--- config.mk ---
export PLATFORM = sky130hd
export DESIGN_NAME = cmdv_top
export DESIGN_NICKNAME = d
export VERILOG_FILES = /design/src/cmdv_pkg.sv /design/src/cmdv_shift_if.sv /design/src/cmdv_sync.sv /design/src/cmdv_shiftgen.sv /design/src/cmdv_top.sv
export VERILOG_INCLUDE_DIRS = /design/src
export SDC_FILE = /design/constraint.sdc
export NUM_CORES = 1
export LEC_CHECK = 0
export BUFFER_PORTS_ARGS = -buffer_cell sky130_fd_sc_hd__buf_2
export CORE_UTILIZATION = 47
export DETAILED_ROUTE_END_ITERATION = 8
export PLACE_DENSITY_LB_ADDON = 0.12
export SETUP_SLACK_MARGIN = 0.02
export SYNTH_ARGS = -nofsm -noshare
export SYNTH_HDL_FRONTEND = slang
export SYNTH_SLANG_ARGS = --single-unit
--- constraint.sdc ---
create_clock -name clk -period 6.6 [get_ports clk]
set_clock_uncertainty 0.1 [all_clocks]
set_input_delay 1.32 -clock clk [delete_from_list [all_inputs] [get_ports clk]]
set_output_delay 1.32 -clock clk [all_outputs]
set_load 0.01 [all_outputs]
--- src/cmdv_regs.svh ---
// Constants for the cascadable multiply/divide unit: register selects,
// control word fields, status layout and shift sequencing figures.
// Assumes inclusion by bare name from every file that needs them.
`ifndef CMDV_REGS_SVH
`define CMDV_REGS_SVH

// Register select codes on reg_sel_1/reg_sel_0.
`define CMDV_SEL_DIVISOR 2'h0
`define CMDV_SEL_LOW     2'h1
`define CMDV_SEL_HIGH    2'h2
`define CMDV_SEL_CTRL    2'h3

// Control word bit positions.
`define CMDV_CTL_MUL     0
`define CMDV_CTL_DIV     1
`define CMDV_CTL_LRST    2
`define CMDV_CTL_HRST    3
`define CMDV_CTL_NLO     4
`define CMDV_CTL_NHI     5
`define CMDV_CTL_SEQRST  6
`define CMDV_CTL_PRESC   7

// Reset values.
`define CMDV_CTRL_RESET  8'h00
`define CMDV_SEQ_LEAD    2'h3

// Status byte: overflow flag position, other bits read as zero.
`define CMDV_STAT_OVF    0

// Bits per unit, and the one extra settle pulse of each operation.
`define CMDV_UNIT_BITS   6'h08
`define CMDV_EXTRA_PULSE 6'h01
`define CMDV_UNITS_MAX   3'h4

`endif

--- src/cmdv_pkg.sv ---
// Types shared by the multiply/divide unit's modules.
// Assumes nothing beyond a SystemVerilog compiler.
package cmdv_pkg;

  // Operation state of the datapath, one-hot.
  typedef enum logic [2:0] {
    CMDV_ST_IDLE = 3'b001,
    CMDV_ST_MUL  = 3'b010,
    CMDV_ST_DIV  = 3'b100
  } cmdv_state_t;

  // Unit-count code as held in the control word.
  typedef logic [1:0] cmdv_ucode_t;

endpackage

--- src/cmdv_shift_if.sv ---
// Interface between the unit's core and its shift pulse generator.
// Assumes both ends run on the same clock.
`timescale 1ns/10ps
`default_nettype none
interface cmdv_shift_if;
  logic                 start;
  logic                 clear;
  logic                 presc_en;
  logic                 tick;
  cmdv_pkg::cmdv_ucode_t ucode;
  logic                 step;
  logic                 first;
  logic                 busy;
  logic                 shift_lvl;

  modport gen (input start, input clear, input presc_en, input tick,
               input ucode, output step, output first, output busy,
               output shift_lvl);
  modport core (output start, output clear, output presc_en, output tick,
                output ucode, input step, input first, input busy,
                input shift_lvl);
endinterface
`default_nettype wire

--- src/cmdv_sync.sv ---
// Three-stage synchroniser for pin inputs; a bit changes once the second
// and third stages agree. Assumes inputs are asynchronous to clk.
`timescale 1ns/10ps
`default_nettype none
module cmdv_sync #(
  parameter int W = 1
) (
  input  wire logic         clk,
  input  wire logic         rst_n,
  input  wire logic [W-1:0] d,
  output logic      [W-1:0] q
);
  logic [W-1:0] s1_r;
  logic [W-1:0] s2_r;
  logic [W-1:0] s3_r;
  logic [W-1:0] q_nxt;

  // Take the new level only where the last two stages agree.
  always_comb begin
    q_nxt = (q & (s2_r ^ s3_r)) | (s2_r & ~(s2_r ^ s3_r));
  end

  // Stage registers; the first stage feeds only the second.
  always_ff @(posedge clk or negedge rst_n) begin
    if (!rst_n) begin
      s1_r <= '0;
      s2_r <= '0;
      s3_r <= '0;
      q    <= '0;
    end else begin
      s1_r <= d;
      s2_r <= s1_r;
      s3_r <= s2_r;
      q    <= q_nxt;
    end
  end
endmodule
`default_nettype wire

--- src/cmdv_shiftgen.sv ---
// Shift pulse generator: after a start, issues 8N+1 steps, one per tick
// or one per prescaled group of ticks. Assumes ticks are one-cycle pulses.
`timescale 1ns/10ps
`default_nettype none
`include "cmdv_regs.svh"
module cmdv_shiftgen (
  input  wire logic  clk,
  input  wire logic  rst_n,
  cmdv_shift_if.gen  sh
);
  logic [5:0] rem_r;
  logic [5:0] rem_nxt;
  logic [2:0] pre_r;
  logic [2:0] pre_nxt;
  logic       step_r;
  logic       step_nxt;
  logic       first_r;
  logic       first_nxt;
  logic       lvl_r;
  logic       lvl_nxt;

  // Total pulses of one operation for a unit-count code.
  function automatic logic [5:0] total_f(input cmdv_pkg::cmdv_ucode_t c);
    logic [2:0] n;
    n = `CMDV_UNITS_MAX - {1'b0, c};
    total_f = (`CMDV_UNIT_BITS * {3'h0, n}) + `CMDV_EXTRA_PULSE;
  endfunction

  // Last prescaler count before a step: 1, 2, 4 or 8 ticks per step.
  function automatic logic [2:0] div_f(input logic en,
                                       input cmdv_pkg::cmdv_ucode_t c);
    div_f = !en ? 3'h0 : (c == 2'h3) ? 3'h1 : (c == 2'h2) ? 3'h3 : 3'h7;
  endfunction

  // Next-state of the pulse counter and prescaler.
  always_comb begin
    rem_nxt   = rem_r;
    pre_nxt   = pre_r;
    step_nxt  = 1'b0;
    first_nxt = 1'b0;
    lvl_nxt   = lvl_r;
    if (sh.clear) begin
      rem_nxt = 6'h00;
      pre_nxt = 3'h0;
    end else if (sh.start) begin
      rem_nxt = total_f(sh.ucode);
      pre_nxt = 3'h0;
    end else if (sh.tick && rem_r != 6'h00) begin
      if (pre_r == div_f(sh.presc_en, sh.ucode)) begin
        pre_nxt   = 3'h0;
        step_nxt  = 1'b1;
        first_nxt = (rem_r == total_f(sh.ucode));
        rem_nxt   = rem_r - 6'h01;
        lvl_nxt   = ~lvl_r;
      end else begin
        pre_nxt = pre_r + 3'h1;
      end
    end
  end

  // Register the generator state.
  always_ff @(posedge clk or negedge rst_n) begin
    if (!rst_n) begin
      rem_r   <= 6'h00;
      pre_r   <= 3'h0;
      step_r  <= 1'b0;
      first_r <= 1'b0;
      lvl_r   <= 1'b0;
    end else begin
      rem_r   <= rem_nxt;
      pre_r   <= pre_nxt;
      step_r  <= step_nxt;
      first_r <= first_nxt;
      lvl_r   <= lvl_nxt;
    end
  end

  assign sh.step      = step_r;
  assign sh.first     = first_r;
  assign sh.busy      = (rem_r != 6'h00) | step_r;
  assign sh.shift_lvl = lvl_r;
endmodule
`default_nettype wire

--- src/cmdv_top.sv ---
// One cascadable 8-bit unsigned multiply/divide unit with its host pins,
// chain pins and shift pin. Assumes all pins are asynchronous to clk and
// that op_clock_in and the shift pin run well below clk/8.
`timescale 1ns/10ps
`default_nettype none
`include "cmdv_regs.svh"
module cmdv_top (
  input  wire logic       clk,
  input  wire logic       reset_n,
  input  wire logic       unit_select,
  input  wire logic       reg_sel_2,
  input  wire logic       reg_sel_1,
  input  wire logic       reg_sel_0,
  input  wire logic       read_write_sel,
  input  wire logic       strobe,
  input  wire logic       clear_n,
  input  wire logic [7:0] bus_in,
  output logic      [7:0] bus_out,
  output logic            bus_oe,
  input  wire logic       position_id_1,
  input  wire logic       position_id_0,
  input  wire logic       op_clock_in,
  input  wire logic       shift_only_ctrl,
  input  wire logic       shift_in,
  output logic            shift_out,
  output logic            shift_oe,
  output logic            carry_overflow_out,
  output logic            carry_overflow_oe,
  input  wire logic       upper_chain_left_in,
  output logic            upper_chain_left_out,
  output logic            upper_chain_left_oe,
  input  wire logic       upper_chain_right_in,
  output logic            upper_chain_right_out,
  output logic            upper_chain_right_oe,
  input  wire logic       lower_chain_left_in,
  output logic            lower_chain_left_out,
  output logic            lower_chain_left_oe,
  input  wire logic       lower_chain_right_in,
  output logic            lower_chain_right_out,
  output logic            lower_chain_right_oe
);
  ////////////////////////////////////////////////////////////////////////////
  // Reset release and pin synchronisation.
  ////////////////////////////////////////////////////////////////////////////
  logic        rst_meta_r;
  logic        rst_n;
  logic [23:0] pin_raw;
  logic [23:0] pin_q;

  // Release the asynchronous reset through two flip-flops.
  always_ff @(posedge clk or negedge reset_n) begin
    if (!reset_n) begin
      rst_meta_r <= 1'b0;
      rst_n      <= 1'b0;
    end else begin
      rst_meta_r <= 1'b1;
      rst_n      <= rst_meta_r;
    end
  end

  // Every host, strap and chain pin passes the three-stage synchroniser.
  assign pin_raw = {strobe, read_write_sel, reg_sel_2, reg_sel_1, reg_sel_0,
                    unit_select, clear_n, bus_in, position_id_1,
                    position_id_0, op_clock_in, shift_in, shift_only_ctrl,
                    upper_chain_left_in, upper_chain_right_in,
                    lower_chain_left_in, lower_chain_right_in};

  cmdv_sync #(.W(24)) u_sync (
    .clk   (clk),
    .rst_n (rst_n),
    .d     (pin_raw),
    .q     (pin_q)
  );

  logic       s_stb;
  logic       s_rw;
  logic       s_rs2;
  logic [1:0] s_sel;
  logic       s_us;
  logic       s_clr_n;
  logic [7:0] s_bus;
  logic [1:0] s_pos;
  logic       s_opclk;
  logic       s_shin;
  logic       s_ctrl;
  logic       s_ucl;
  logic       s_ucr;
  logic       s_lcl;
  logic       s_lcr;

  // Split the synchronised vector back into named levels.
  assign {s_stb, s_rw, s_rs2, s_sel, s_us, s_clr_n, s_bus, s_pos, s_opclk,
          s_shin, s_ctrl, s_ucl, s_ucr, s_lcl, s_lcr} = pin_q;

  ////////////////////////////////////////////////////////////////////////////
  // Edge detection and shift generator.
  ////////////////////////////////////////////////////////////////////////////
  logic stb_prev_r;
  logic opclk_prev_r;
  logic shin_prev_r;
  logic stb_fall;
  logic lead;
  logic trail;
  logic sel_ok;
  logic match;

  // Previous stable levels for edge detection.
  always_ff @(posedge clk or negedge rst_n) begin
    if (!rst_n) begin
      stb_prev_r   <= 1'b0;
      opclk_prev_r <= 1'b0;
      shin_prev_r  <= 1'b0;
    end else begin
      stb_prev_r   <= s_stb;
      opclk_prev_r <= s_opclk;
      shin_prev_r  <= s_shin;
    end
  end

  logic [7:0]               ctrl_r;
  logic [1:0]               seq_r;
  cmdv_pkg::cmdv_ucode_t    ucode;
  logic                     start_c;
  cmdv_shift_if             sh ();

  // Strobe fall, access gating and unit position decoding.
  assign stb_fall = stb_prev_r & ~s_stb;
  assign sel_ok   = s_us & s_rs2;
  assign match    = (seq_r == s_pos);
  assign lead     = (s_pos == `CMDV_SEQ_LEAD);
  assign ucode    = ctrl_r[`CMDV_CTL_NHI:`CMDV_CTL_NLO];
  assign trail    = (s_pos == ucode);

  // The lead unit times from the clock pin, the others from the shift pin.
  assign sh.tick     = lead ? (s_opclk & ~opclk_prev_r)
                            : (s_shin ^ shin_prev_r);
  assign sh.presc_en = lead & ctrl_r[`CMDV_CTL_PRESC];
  assign sh.ucode    = ucode;
  assign sh.clear    = ~s_clr_n;
  assign sh.start    = start_c;

  cmdv_shiftgen u_gen (
    .clk   (clk),
    .rst_n (rst_n),
    .sh    (sh.gen)
  );

  ////////////////////////////////////////////////////////////////////////////
  // Registers, sequence counter and datapath.
  ////////////////////////////////////////////////////////////////////////////
  logic [7:0]            divisor_r;
  logic [7:0]            divisor_nxt;
  logic [7:0]            hi_r;
  logic [7:0]            hi_nxt;
  logic [7:0]            lo_r;
  logic [7:0]            lo_nxt;
  logic [7:0]            ctrl_nxt;
  logic                  ovf_r;
  logic                  ovf_nxt;
  logic [1:0]            seq_nxt;
  cmdv_pkg::cmdv_state_t state_r;
  cmdv_pkg::cmdv_state_t state_nxt;
  logic [8:0]            sum9;
  logic [8:0]            sh9;
  logic                  op_div;
  logic [7:0]            hi_eff;

  // Multiply step: add divisor when operating, then shift right.
  assign sum9 = {1'b0, hi_r} + (s_ctrl ? {1'b0, divisor_r} : 9'h000);
  // Divide step: shift left taking the chain bit, subtract when it fits.
  assign sh9    = {hi_r, s_ucr};
  assign op_div = s_ctrl | (sh9[7:0] >= divisor_r);
  // High register as it will stand after the control word's reset bit.
  assign hi_eff = s_bus[`CMDV_CTL_HRST] ? 8'h00 : hi_r;

  // Next values of the operand registers, control word and counter.
  always_comb begin
    divisor_nxt = divisor_r;
    hi_nxt      = hi_r;
    lo_nxt      = lo_r;
    ctrl_nxt    = ctrl_r;
    ovf_nxt     = ovf_r;
    seq_nxt     = seq_r;
    state_nxt   = state_r;
    start_c     = 1'b0;
    if (!s_clr_n) begin
      seq_nxt   = `CMDV_SEQ_LEAD;
      ctrl_nxt[`CMDV_CTL_DIV:`CMDV_CTL_MUL] = 2'h0;
      state_nxt = cmdv_pkg::CMDV_ST_IDLE;
    end else begin
      if (stb_fall && sel_ok) begin
        seq_nxt = seq_r - 2'h1;
      end
      if (sh.step && !sh.first) begin
        case (state_r)
          cmdv_pkg::CMDV_ST_MUL: begin
            hi_nxt = {lead ? sum9[8] : s_ucl, sum9[7:1]};
            lo_nxt = {(lead && trail) ? sum9[0] : s_lcl, lo_r[7:1]};
          end
          cmdv_pkg::CMDV_ST_DIV: begin
            hi_nxt = op_div ? (sh9[7:0] - divisor_r) : sh9[7:0];
            lo_nxt = {lo_r[6:0], trail ? op_div : s_lcr};
          end
          default: begin
            hi_nxt = hi_r;
          end
        endcase
      end
      if (stb_fall && sel_ok && !s_rw) begin
        case (s_sel)
          `CMDV_SEL_CTRL: begin
            ctrl_nxt = s_bus;
            ovf_nxt  = (divisor_r <= hi_eff);
            if (s_bus[`CMDV_CTL_LRST]) begin
              lo_nxt = 8'h00;
            end
            if (s_bus[`CMDV_CTL_HRST]) begin
              hi_nxt = 8'h00;
            end
            if (s_bus[`CMDV_CTL_SEQRST]) begin
              seq_nxt = `CMDV_SEQ_LEAD;
            end
            if (s_bus[`CMDV_CTL_MUL]) begin
              state_nxt = cmdv_pkg::CMDV_ST_MUL;
              start_c   = 1'b1;
            end else if (s_bus[`CMDV_CTL_DIV]) begin
              state_nxt = cmdv_pkg::CMDV_ST_DIV;
              start_c   = 1'b1;
            end
          end
          `CMDV_SEL_DIVISOR: begin
            if (match) begin
              divisor_nxt = s_bus;
            end
          end
          `CMDV_SEL_LOW: begin
            if (match) begin
              lo_nxt = s_bus;
            end
          end
          default: begin
            if (match) begin
              hi_nxt = s_bus;
            end
          end
        endcase
      end
      if (!start_c && state_r != cmdv_pkg::CMDV_ST_IDLE && !sh.busy) begin
        state_nxt = cmdv_pkg::CMDV_ST_IDLE;
      end
    end
  end

  // Register the operand, control and sequence state.
  always_ff @(posedge clk or negedge rst_n) begin
    if (!rst_n) begin
      divisor_r <= 8'h00;
      hi_r      <= 8'h00;
      lo_r      <= 8'h00;
      ctrl_r    <= `CMDV_CTRL_RESET;
      ovf_r     <= 1'b0;
      seq_r     <= `CMDV_SEQ_LEAD;
      state_r   <= cmdv_pkg::CMDV_ST_IDLE;
    end else begin
      divisor_r <= divisor_nxt;
      hi_r      <= hi_nxt;
      lo_r      <= lo_nxt;
      ctrl_r    <= ctrl_nxt;
      ovf_r     <= ovf_nxt;
      seq_r     <= seq_nxt;
      state_r   <= state_nxt;
    end
  end

  ////////////////////////////////////////////////////////////////////////////
  // Pin drivers, all registered.
  ////////////////////////////////////////////////////////////////////////////
  logic [7:0] bus_out_nxt;
  logic       bus_oe_nxt;
  logic       mul_dir;

  // Right pins drive only while a multiply runs; left pins drive otherwise.
  assign mul_dir = (state_r == cmdv_pkg::CMDV_ST_MUL);

  // Bus read data, and the bus output enable.
  always_comb begin
    bus_oe_nxt = sel_ok & s_rw & match;
    case (s_sel)
      `CMDV_SEL_DIVISOR: bus_out_nxt = divisor_r;
      `CMDV_SEL_LOW:     bus_out_nxt = lo_r;
      `CMDV_SEL_HIGH:    bus_out_nxt = hi_r;
      default:           bus_out_nxt = {7'h00, ovf_r};
    endcase
  end

  // Output flip-flops for bus, overflow, shift and chain pins.
  always_ff @(posedge clk or negedge rst_n) begin
    if (!rst_n) begin
      bus_out               <= 8'h00;
      bus_oe                <= 1'b0;
      carry_overflow_out    <= 1'b1;
      carry_overflow_oe     <= 1'b0;
      shift_out             <= 1'b0;
      shift_oe              <= 1'b0;
      upper_chain_left_out  <= 1'b0;
      upper_chain_left_oe   <= 1'b0;
      lower_chain_left_out  <= 1'b0;
      lower_chain_left_oe   <= 1'b0;
      upper_chain_right_out <= 1'b0;
      upper_chain_right_oe  <= 1'b0;
      lower_chain_right_out <= 1'b0;
      lower_chain_right_oe  <= 1'b0;
    end else begin
      bus_out               <= bus_out_nxt;
      bus_oe                <= bus_oe_nxt;
      carry_overflow_out    <= lead ? ~ovf_r : 1'b1;
      carry_overflow_oe     <= lead ? s_us : 1'b1;
      shift_out             <= sh.shift_lvl;
      shift_oe              <= lead;
      upper_chain_left_out  <= hi_r[7];
      upper_chain_left_oe   <= ~mul_dir;
      lower_chain_left_out  <= lo_r[7];
      lower_chain_left_oe   <= ~mul_dir;
      upper_chain_right_out <= hi_r[0];
      upper_chain_right_oe  <= mul_dir;
      lower_chain_right_out <= lo_r[0];
      lower_chain_right_oe  <= mul_dir;
    end
  end
endmodule
`default_nettype wire

==> metrics.txt, run 1 <==
number of endpoints with negative hold slack in the final report=0; most area-hungry cell type in the Yosys netlist=dfrtp_1; n_diodes=0; tightest hold margin=0.0307 ns; Net Count, Synth=685; combined buffer and inverter count along the critical path=1; later-pin clock latency in the skew report=0.43 ns; number of H-tree levels=4; number of instances in the synthesized netlist=627; final setup TNS=0 ns; # DRC=0; crit path time final=2.83 ns; RePlAce Congestion=0.875; max-slew headroom at the worst pin=35.4%; Area Overhead vs Synth=13.6%; count leader, synth=dfrtp_1; proportion of synthesized chip area in sequential cells=56.5%; number of nets still failing antenna checks after routing=0; die area=0.0161 mm^2; cell chosen for the clock root=clkbuf_16; Worst EP arrival=3.03 ns; final wirelength=16500 um; post-synthesis async set-or-reset flop share=100%; summed instance area of the synthesized netlist=0.00732 mm^2; run status=finished, final reports clean; type of the worst min-delay path=flop to async pin; Worst path top cell family by delay=flip-flops; maximum vdd ir drop=0.274 mV; leakage dissipation=3.71 nW; final setup fails=0; sink count of the clock tree=165; count of synthesis-stage warnings from yosys=0; CTS tree=done; wire length of the first global-routing pass=26700 um; synthesized area divided by synthesized cell count=11.7 um^2; final core utilization=54.7%; area share of the largest cell type after synthesis=55.0%; share of layout cells above drive strength 1=16.3%; drt wl/cell=18.9 um; critical path cell sequence=inv_1 > nor3_2 > nand3_1 > a32o_1 > a311oi_2 > o31ai_1; final-stage net count=731; FMAX=353 MHz; slowest cell on the critical path=dfrtp_1; clock buffers created by TritonCTS=17; number of synthesized register bits=165; Final Max Slew Viols=0; post-cts hold buffer count=0; global route overflow=0; Worst Setup Start Kind=flop; setup repair after global routing missed its margin=no; I/O pin total=47; Initial DRT Pass Iterations=5; register clock-pin slew on the reported worst setup and hold paths=0.07 ns; Die Height=127 um; post-CTS sizing=0; Global Route Usage Sum=22.1%; most frequent cells after synthesis=dfrtp_1, nand2_1, a21oi_1, nor2_1, o21ai_0; vias in the first global route=4958; routed via count divided by cell count=5.76; Setup Crit Path Kind=flop to flop; overall via count from detail_route=5038; most used flip-flop cell after synthesis=dfrtp_1; power per cell area=307 mW/mm^2; distinct cell type count of the synthesized netlist=74; initial antenna violation count=0; required time at the worst-slack endpoint=6.80 ns; Post-synth EDFFs=0; share of the clock period used by the worst path=42.9%; transition time at the pin with the least slew margin=0.969 ns; core region area=0.0152 mm^2; number of maximum-capacitance violations=0; die width=127 um; pin count of the biggest net entering global routing=81; Critical Path End Type=flop; Site Rows=45; maximum count of clock buffers along a single path=2; number of DRC markers in iteration 0=358; non-filler cells in the finished layout=874; synth top area cells=dfrtp_1, ha_1, maj3_1, a21oi_1, o21ai_0; buffers inserted during post-CTS setup optimization=0; starting density of the core=48.2%; half-perimeter wire length after detailed placement=11800 um; overall power of the completed layout=2.55 mW; number of I/O port buffers=46; highest cell delay on the worst timing path=0.83 ns; count of placed standard cells including taps=842; CP max FO=16
[area by class of cell]
cell class | count | area (um^2)
timing repair buffer | 48 | 245
clock buffer | 20 | 457
sequential | 165 | 4140
tap | 188 | 235
inverter | 27 | 101
clock inverter | 12 | 141
multi-input combinational | 414 | 3000
fill | 1338 | 6880
[power by group]
part           internal (mW)  switching [mW]
Combinational          0.159           0.215
Clock                  0.555           0.434
Sequential              1.09          0.0942
Total                   1.81           0.743
[per-layer routing]
metal | wire, um | part of all wire (%) | up-vias | global-route usage [%]
li1 | - | - | 2360 | -
met1 | 7480 | 45 | 2507 | 29.6
met2 | 7730 | 47 | 142 | 34.6
met3 | 842 | 5.1 | 29 | 4.72
met4 | 421 | 2.6 | 0 | 9.87
met5 | 0 | 0 | - | 0
[logic make-up after synthesis]
| family | after synthesis | share of synthesized area, % |
|---|---|---|
| and+or+nand+nor | 169 | 12.6 |
| DFF | 165 | 56.5 |
| AOI/OAI and AO/OA | 144 | 13.3 |
| adders and majority gates | 56 | 8.95 |
| buffers and inverters | 48 | 2.63 |
| xor gates and xnor gates | 22 | 2.63 |
| muxes | 22 | 3.38 |
| other | 1 | 0.0512 |
[metrics by stage]
step	setup slack (ns)	cell area (um^2)
floorplan	1.57	7320
global placement	3.93	7720
detailed placement	3.87	7720
CTS	3.84	8320
global route	3.61	8320
finish	3.77	8320
[worst register-to-register path, cell delays in order, from the launching register on]
cell and delay [ns]:
dfrtp_1 0.83, inv_1 0.30, nor3_2 0.43, nand3_1 0.35, a32o_1 0.40, a311oi_2 0.19
o31ai_1 0.11
[worst paths after layout]
kind	from	end	slack, ns	cells after the start
hold reg to reg	rst_n	u_sync.s1_r[23]	0.03	0
setup reg to reg	flop	hi_r[7]	3.77	6
max in group asynchronous	rst_n	divisor_r[2]	5.20	1
min in group clk	u_sync.s1_r[15]	u_sync.s2_r[15]	0.25	0
hold / removal	rst_n	u_sync.s1_r[23]	0.03	0
setup / recovery	flop	hi_r[7]	3.77	6
[cells in the final DEF, fill, tap and decap left out, types with 14 or more instances in the layout]
cell,instances
a21oi_1,32
dfrtp_1,160
inv_1,25
o21ai_0,31
nand2_1,34
nor3_1,14
buf_2,46
clkbuf_16,17
ha_1,30
maj3_1,24
nor2_1,32
nand3_1,20
(Power assumes the default switching activity.)
==> run 2, diff against run 1 <==
--- a/config.mk
+++ b/config.mk
@@ -6,6 +6,7 @@
 export SDC_FILE = /design/constraint.sdc
 export NUM_CORES = 1
 export LEC_CHECK = 0
+export ABC_AREA = 1
 export BUFFER_PORTS_ARGS = -buffer_cell sky130_fd_sc_hd__buf_2
 export CORE_UTILIZATION = 47
 export DETAILED_ROUTE_END_ITERATION = 8
==> constraint.sdc (replaced) <==
create_clock -name clk -period 2.3 [get_ports clk]
set_clock_uncertainty 0.1 [all_clocks]
set_input_delay 0.46 -clock clk [delete_from_list [all_inputs] [get_ports clk]]
set_output_delay 0.46 -clock clk [all_outputs]
set_load 0.01 [all_outputs]
==> metrics.txt, run 2 <==
run status=finished, final reports clean (unchanged); vias in the first global route=5460 (was 4958); die area=0.0163 mm^2 (was 0.0161 mm^2); most used flip-flop cell after synthesis=dfrtp_1 (unchanged); I/O pin total=47 (unchanged); hold endpoint=u_sync.s1_r[12]; sink count of the clock tree=165 (unchanged); final wirelength=17600 um (was 16500 um); overall via count from detail_route=5542 (was 5038); synthesized area divided by synthesized cell count=9.92 um^2 (was 11.7 um^2); final core utilization=58.4% (was 54.7%); Setup Crit Path Kind=flop to flop (unchanged); Critical Path End Type=flop (unchanged); summed instance area of the synthesized netlist=0.00742 mm^2 (was 0.00732 mm^2); final setup fails=0 (unchanged); switching power share of the total=33.7% (was 29.1%); final-stage net count=908 (was 731); share of power burned in registers=41.6% (was 46.6%); number of nets still failing antenna checks after routing=0 (unchanged); Net Count, Synth=806 (was 685); half-perimeter wire length after detailed placement=12900 um (was 11800 um); Area Overhead vs Synth=20.6% (was 13.6%); die width=128 um (was 127 um); Site Rows=45 (unchanged); leakage dissipation=4.29 nW (was 3.71 nW); number of endpoints with negative hold slack in the final report=0 (unchanged); area share of the largest cell type after synthesis=54.3% (was 55.0%); count of synthesis-stage warnings from yosys=0 (unchanged); maximum count of clock buffers along a single path=2 (unchanged); clock buffers created by TritonCTS=17 (unchanged); distinct cell type count of the synthesized netlist=56 (was 74); power share of the combinational group=25.8% (was 14.6%); drt wl/cell=16.4 um (was 18.9 um); power per cell area=945 mW/mm^2 (was 307 mW/mm^2); Post-synth EDFFs=0 (unchanged); maximum vdd ir drop=0.667 mV (was 0.274 mV); overall power of the completed layout=8.46 mW (was 2.55 mW); # DRC=0 (unchanged); final setup TNS=0 ns (unchanged); number of maximum-capacitance violations=0 (unchanged); hold depth=1; Final Max Slew Viols=0 (unchanged); Non-Filler Cell Area, Final=0.00895 mm^2 (was 0.00832 mm^2); crit path time final=2.17 ns (was 2.83 ns); non-filler cells in the finished layout=1074 (was 874); Worst Setup Start Kind=flop (unchanged); routed via count divided by cell count=5.16 (was 5.76); setup repair after global routing missed its margin=no (unchanged); clock network fraction of design power=32.5% (was 38.8%); starting density of the core=48.4% (was 48.2%); count of placed standard cells including taps=1039 (was 842); required time at the worst-slack endpoint=2.52 ns (was 6.80 ns); initial antenna violation count=0 (unchanged); RePlAce Congestion=0.932 (was 0.875); CTS tree=done (unchanged); count leader, synth=dfrtp_1 (unchanged); Global Route Usage Sum=23.6% (was 22.1%); number of instances in the synthesized netlist=748 (was 627); placed cell areas=0.00822 mm^2 (was 0.00772 mm^2); later-pin clock latency in the skew report=0.44 ns (was 0.43 ns); Worst R2R End=hi_r[4] (was hi_r[7]); most frequent cells in the layout=dfrtp_1, nand2_1, inv_1 (was dfrtp_1, buf_2, nand2_1); number of I/O port buffers=46 (unchanged); Die Height=128 um (was 127 um); core region area=0.0153 mm^2 (was 0.0152 mm^2); cell chosen for the clock root=clkbuf_16 (unchanged); type of the worst min-delay path=input pin to flop (was flop to async pin); number of synthesized register bits=165 (unchanged); internal reg-to-reg setup slack=0.13 ns (was 3.77 ns); most frequent cells after synthesis=dfrtp_1, nand2_1, inv_1 (was dfrtp_1, nand2_1, a21oi_1, nor2_1, o21ai_0); total internal power=5.61 mW (was 1.81 mW); commonest non-fill, non-tap cell in the layout=dfrtp_1 (unchanged); register clock-pin slew on the reported worst setup and hold paths=0.07 ns (about the same); Initial DRT Pass Iterations=5 (unchanged); pin count of the biggest net entering global routing=96 (was 81); Worst EP arrival=2.39 ns (was 3.03 ns); hold path start=bus_in[3]; number of DRC markers in iteration 0=386 (was 358); FMAX=460 MHz (was 353 MHz); n_diodes=0 (unchanged); CP max FO=4 (was 16); share of layout cells above drive strength 1=22.4% (was 16.3%); most area-hungry cell type in the Yosys netlist=dfrtp_1 (unchanged); Net Sw Power=2.85 mW (was 743 uW); wire length of the first global-routing pass=28700 um (was 26700 um); worst-case reg-to-reg path depth=15 (was 6); global route overflow=0 (unchanged); number of H-tree levels=4 (unchanged); synth top area cells=dfrtp_1, nand2_1, ha_1, inv_1, maj3_1 (was dfrtp_1, ha_1, maj3_1, a21oi_1, o21ai_0); proportion of synthesized chip area in sequential cells=55.7% (was 56.5%); post-synthesis async set-or-reset flop share=100% (unchanged); share of the clock period used by the worst path=94.5% (was 42.9%)
-- run 2: critical path, stage by stage, from the launching register on --
cell	delay, ns
dfrtp_1	0.42
buf_4	0.16
nand2_1	0.11
inv_1	0.06
ha_1	0.27
nand3_1	0.11
nand3_2	0.11
nand2_1	0.06
o21bai_1	0.17
a21oi_1	0.08
o21ai_0	0.08
nand2_1	0.10
nand2_1	0.07
nand2_1	0.05
nand2_1	0.06
nand2_1	0.06
-- run 2: logic make-up after synthesis --
kind of cell	Yosys count	share of synthesized area, %
flip-flops	165	55.7
XOR/XNOR	15	1.77
other	1	0.0505
AND/OR/NAND/NOR	271	17.0
AO/OA/AOI/OAI	123	10.2
buffers and inverters	117	6.42
adder cells (fa/ha/maj)	56	8.84
-- run 2: what timing repair did --
| item | 4_1_cts | 5_1_grt |
|---|---|---|
| gates resized for setup | 1 | 27 |
| setup endpoints to repair | 8 | 9 |
| pin swaps | 0 | 5 |
| buffers inserted | 0 | 2 |
| hold buffers | 1 | 0 |
| hold endpoints to repair | 2 | 0 |
-- run 2: worst max-delay path by stage --
stage                            start  endpoint  cells after the start
after floorplan           divisor_r[0]   hi_r[1]                     15
after global placement            flop   hi_r[4]                     15
after detailed placement          flop   lo_r[0]                     13
after CTS                         flop   hi_r[6]                     17
after global routing              flop   hi_r[6]                     17
final                             flop   hi_r[4]                     15
-- run 2: per-stage QoR --
step / hold slack, ns / setup slack (ns)
5_1_grt: 0.0114 / 0.0110
3_3_place_gp: 0.145 / -0.0129
6_report: 0.0236 / 0.126
2_1_floorplan: 0.0644 / 0.140
3_5_place_dp: 0.148 / -0.0218
4_1_cts: 0.0135 / 0.0356
-- run 2: routing by layer --
metal / share of wire (%) / vias to the layer above / global-route usage (%)
met1: 46 / 2688 / 32.6
met5: 0 / - / 0
met4: 2.7 / 0 / 10.6
met3: 4.5 / 38 / 3.60
met2: 47 / 141 / 36.9
li1: - / 2675 / -
-- run 2: power groups by stage --
stage	logic, mW	registers (mW)	clock network [mW]
final	2.19	3.52	2.75
after global routing	2.45	3.56	2.94
after global placement	2.04	3.56	0
after CTS	2.11	3.52	2.82
after detailed placement	2.09	3.57	0
after floorplan	1.29	3.59	0
-- run 2: final cells by class --
cell class | instances | area (um^2)
clock buffer | 19 | 443
clock inverter | 13 | 135
fill | 1375 | 6370
inverter | 104 | 397
multi-input combinational | 466 | 2940
sequential | 165 | 4140
tap | 211 | 264
timing repair buffer | 96 | 633
==> run 3, diff against run 2 <==
--- a/config.mk
+++ b/config.mk
@@ -8,7 +8,7 @@
 export LEC_CHECK = 0
 export ABC_AREA = 1
 export BUFFER_PORTS_ARGS = -buffer_cell sky130_fd_sc_hd__buf_2
-export CORE_UTILIZATION = 47
+export CORE_UTILIZATION = 55
 export DETAILED_ROUTE_END_ITERATION = 8
 export PLACE_DENSITY_LB_ADDON = 0.12
 export SETUP_SLACK_MARGIN = 0.02
==> metrics.txt, run 3 (same netlist as run 2, synthesis figures left out) <==
Worst Setup Start Kind=flop (unchanged); sink count of the clock tree=165 (unchanged); Initial DRT Pass Iterations=7 (was 5); cell chosen for the clock root=clkbuf_16 (unchanged); global route overflow=0 (unchanged); Critical Path End Type=flop (unchanged); commonest non-fill, non-tap cell in the layout=dfrtp_1 (unchanged); routed via count divided by cell count=5.34 (was 5.16); I/O pin total=47 (unchanged); maximum vdd ir drop=0.830 mV (was 0.667 mV); share of layout cells above drive strength 1=22.8% (was 22.4%); later-pin clock latency in the skew report=0.42 ns (was 0.44 ns); core region area=0.0132 mm^2 (was 0.0153 mm^2); half-perimeter wire length after detailed placement=12700 um (was 12900 um); clock buffers created by TritonCTS=17 (unchanged); overall power of the completed layout=8.61 mW (was 8.46 mW); Area Overhead vs Synth=20.5% (was 20.6%); number of endpoints with negative hold slack in the final report=0 (unchanged); critical path cell sequence=buf_6 > nand2_1 > inv_1 > ha_4 > inv_1 > o21bai_1 > o21bai_1 > a21oi_1 > o21ai_1 > nand2_1 > nand2_1 > nand2_1 > nand2_1 > nand2_1 (was buf_4 > nand2_1 > inv_1 > ha_1 > nand3_1 > nand3_2 > nand2_1 > o21bai_1 > a21oi_1 > o21ai_0 > nand2_1 > nand2_1 > nand2_1 > nand2_1 > nand2_1); Global Route Usage Sum=26.5% (was 23.6%); number of nets still failing antenna checks after routing=0 (unchanged); final setup TNS=0 ns (unchanged); run status=finished, final reports clean (unchanged); final setup fails=0 (unchanged); Setup Crit Path Kind=flop to flop (unchanged); Site Rows=42 (was 45); final-stage net count=908 (unchanged); most frequent cells in the layout=dfrtp_1, nand2_1, inv_1 (unchanged); Worst EP arrival=2.41 ns (was 2.39 ns); die area=0.0140 mm^2 (was 0.0163 mm^2); number of DRC markers in iteration 0=446 (was 386); crit path time final=2.20 ns (was 2.17 ns); RePlAce Congestion=0.927 (was 0.932); final wirelength=17400 um (was 17600 um); drt wl/cell=16.8 um (was 16.4 um); count of placed standard cells including taps=1002 (was 1039); wire length of the first global-routing pass=27900 um (was 28700 um); type of the worst min-delay path=input pin to flop (unchanged); number of I/O port buffers=46 (unchanged); share of the clock period used by the worst path=95.5% (was 94.5%); area of the multi-input gates=0.00295 mm^2 (was 0.00294 mm^2); initial antenna violation count=1 (was 0); vias in the first global route=5417 (was 5460); number of H-tree levels=4 (unchanged); leakage dissipation=4.30 nW (was 4.29 nW); maximum count of clock buffers along a single path=2 (unchanged); power per cell area=962 mW/mm^2 (was 945 mW/mm^2); slowest cell on the critical path=dfrtp_1 (unchanged); CTS tree=done (unchanged); tightest hold margin=0.0396 ns (was 0.0236 ns); pin count of the biggest net entering global routing=95 (was 96); non-filler cells in the finished layout=1039 (was 1074); required time at the worst-slack endpoint=2.51 ns (was 2.52 ns); n_diodes=0 (unchanged); # DRC=0 (unchanged); overall via count from detail_route=5552 (was 5542); most used cell along the critical path=nand2_1 (unchanged); Die Height=118 um (was 128 um); FMAX=455 MHz (was 460 MHz); setup repair after global routing missed its margin=yes (was no); flip-flop and latch area=0.00414 mm^2 (about the same); die width=118 um (was 128 um); max-slew headroom at the worst pin=67.0%; number of maximum-capacitance violations=0 (unchanged); highest cell delay on the worst timing path=0.43 ns (was 0.42 ns); transition time at the pin with the least slew margin=0.492 ns; number of fill cells=1029 (was 1375); Final Max Slew Viols=0 (unchanged); starting density of the core=56.3% (was 48.4%); register clock-pin slew on the reported worst setup and hold paths=0.06 ns (was 0.07 ns); CP max FO=8 (was 4)
==> run 3: what timing repair did <==
item	in CTS	in global routing
hold buffers	1	0
hold endpoints to repair	2	0
pin swaps	0	10
endpoints found under the setup margin	4	10
gates cloned	0	0
setup buffers	1	3
gates resized for setup	5	30
==> run 3: power by group <==
part,internal (mW),switching [mW],leakage (nW)
Clock,1.74,1.14,0.288
Sequential,3.25,0.291,1.96
Combinational,0.903,1.27,2.06
Total,5.90,2.71,4.30
==> run 3: final timing paths <==
kind	cells past startpoint	slack (ns)	from	endpoint
setup / recovery	14	0.10	flop	hi_r[4]
hold / removal	1	0.04	position_id_0	u_sync.s1_r[7]
setup reg to reg	14	0.10	flop	hi_r[4]
hold reg to reg	1	0.25	rst_n	u_sync.s3_r[7]
max in group asynchronous	1	1.40	rst_n	carry_overflow_out
min in group asynchronous	2	0.24	reset_n	rst_meta_r
==> run 3: per-stage QoR <==
| stage | setup WS, ns | util (%) | area, um^2 |
|---|---|---|---|
| 2_1_floorplan | 0.140 | - | 7420 |
| 3_3_place_gp | 0.0459 | 61.8 | 8160 |
| 3_5_place_dp | -0.0440 | 61.8 | 8160 |
| 4_1_cts | 0.0138 | 66.7 | 8800 |
| 5_1_grt | -0.0256 | 67.8 | 8940 |
| 6_report | 0.104 | 67.8 | 8940 |
==> run 3: routing by layer <==
| metal | vias to the layer above | wire, um | track usage (%) |
|---|---|---|---|
| li1 | 2674 | - | - |
| met1 | 2656 | 7850 | 36.1 |
| met2 | 184 | 8220 | 41.0 |
| met3 | 36 | 936 | 6.03 |
| met4 | 2 | 419 | 11.1 |
| met5 | - | 13 | 0 |
==> run 3: final cells by class <==
| type | instances | area share (%) |
|---|---|---|
| Sequential cell | 165 | 46.3 |
| Multi-Input combinational cell | 466 | 32.9 |
| Timing Repair Buffer | 96 | 7.12 |
| Clock buffer | 21 | 5.04 |
| Inverter | 104 | 4.48 |
| Tap cell | 176 | 2.46 |
| Clock inverter | 11 | 1.68 |
==> run 3: critical path: cells and delay by family, from the launching register on <==
family / cells / cell delay (ns)
and+or+nand+nor: 6 / 0.41
AOI/OAI and AO/OA: 4 / 0.56
DFF: 1 / 0.43
adders and majority gates: 1 / 0.30
buffers and inverters: 3 / 0.28
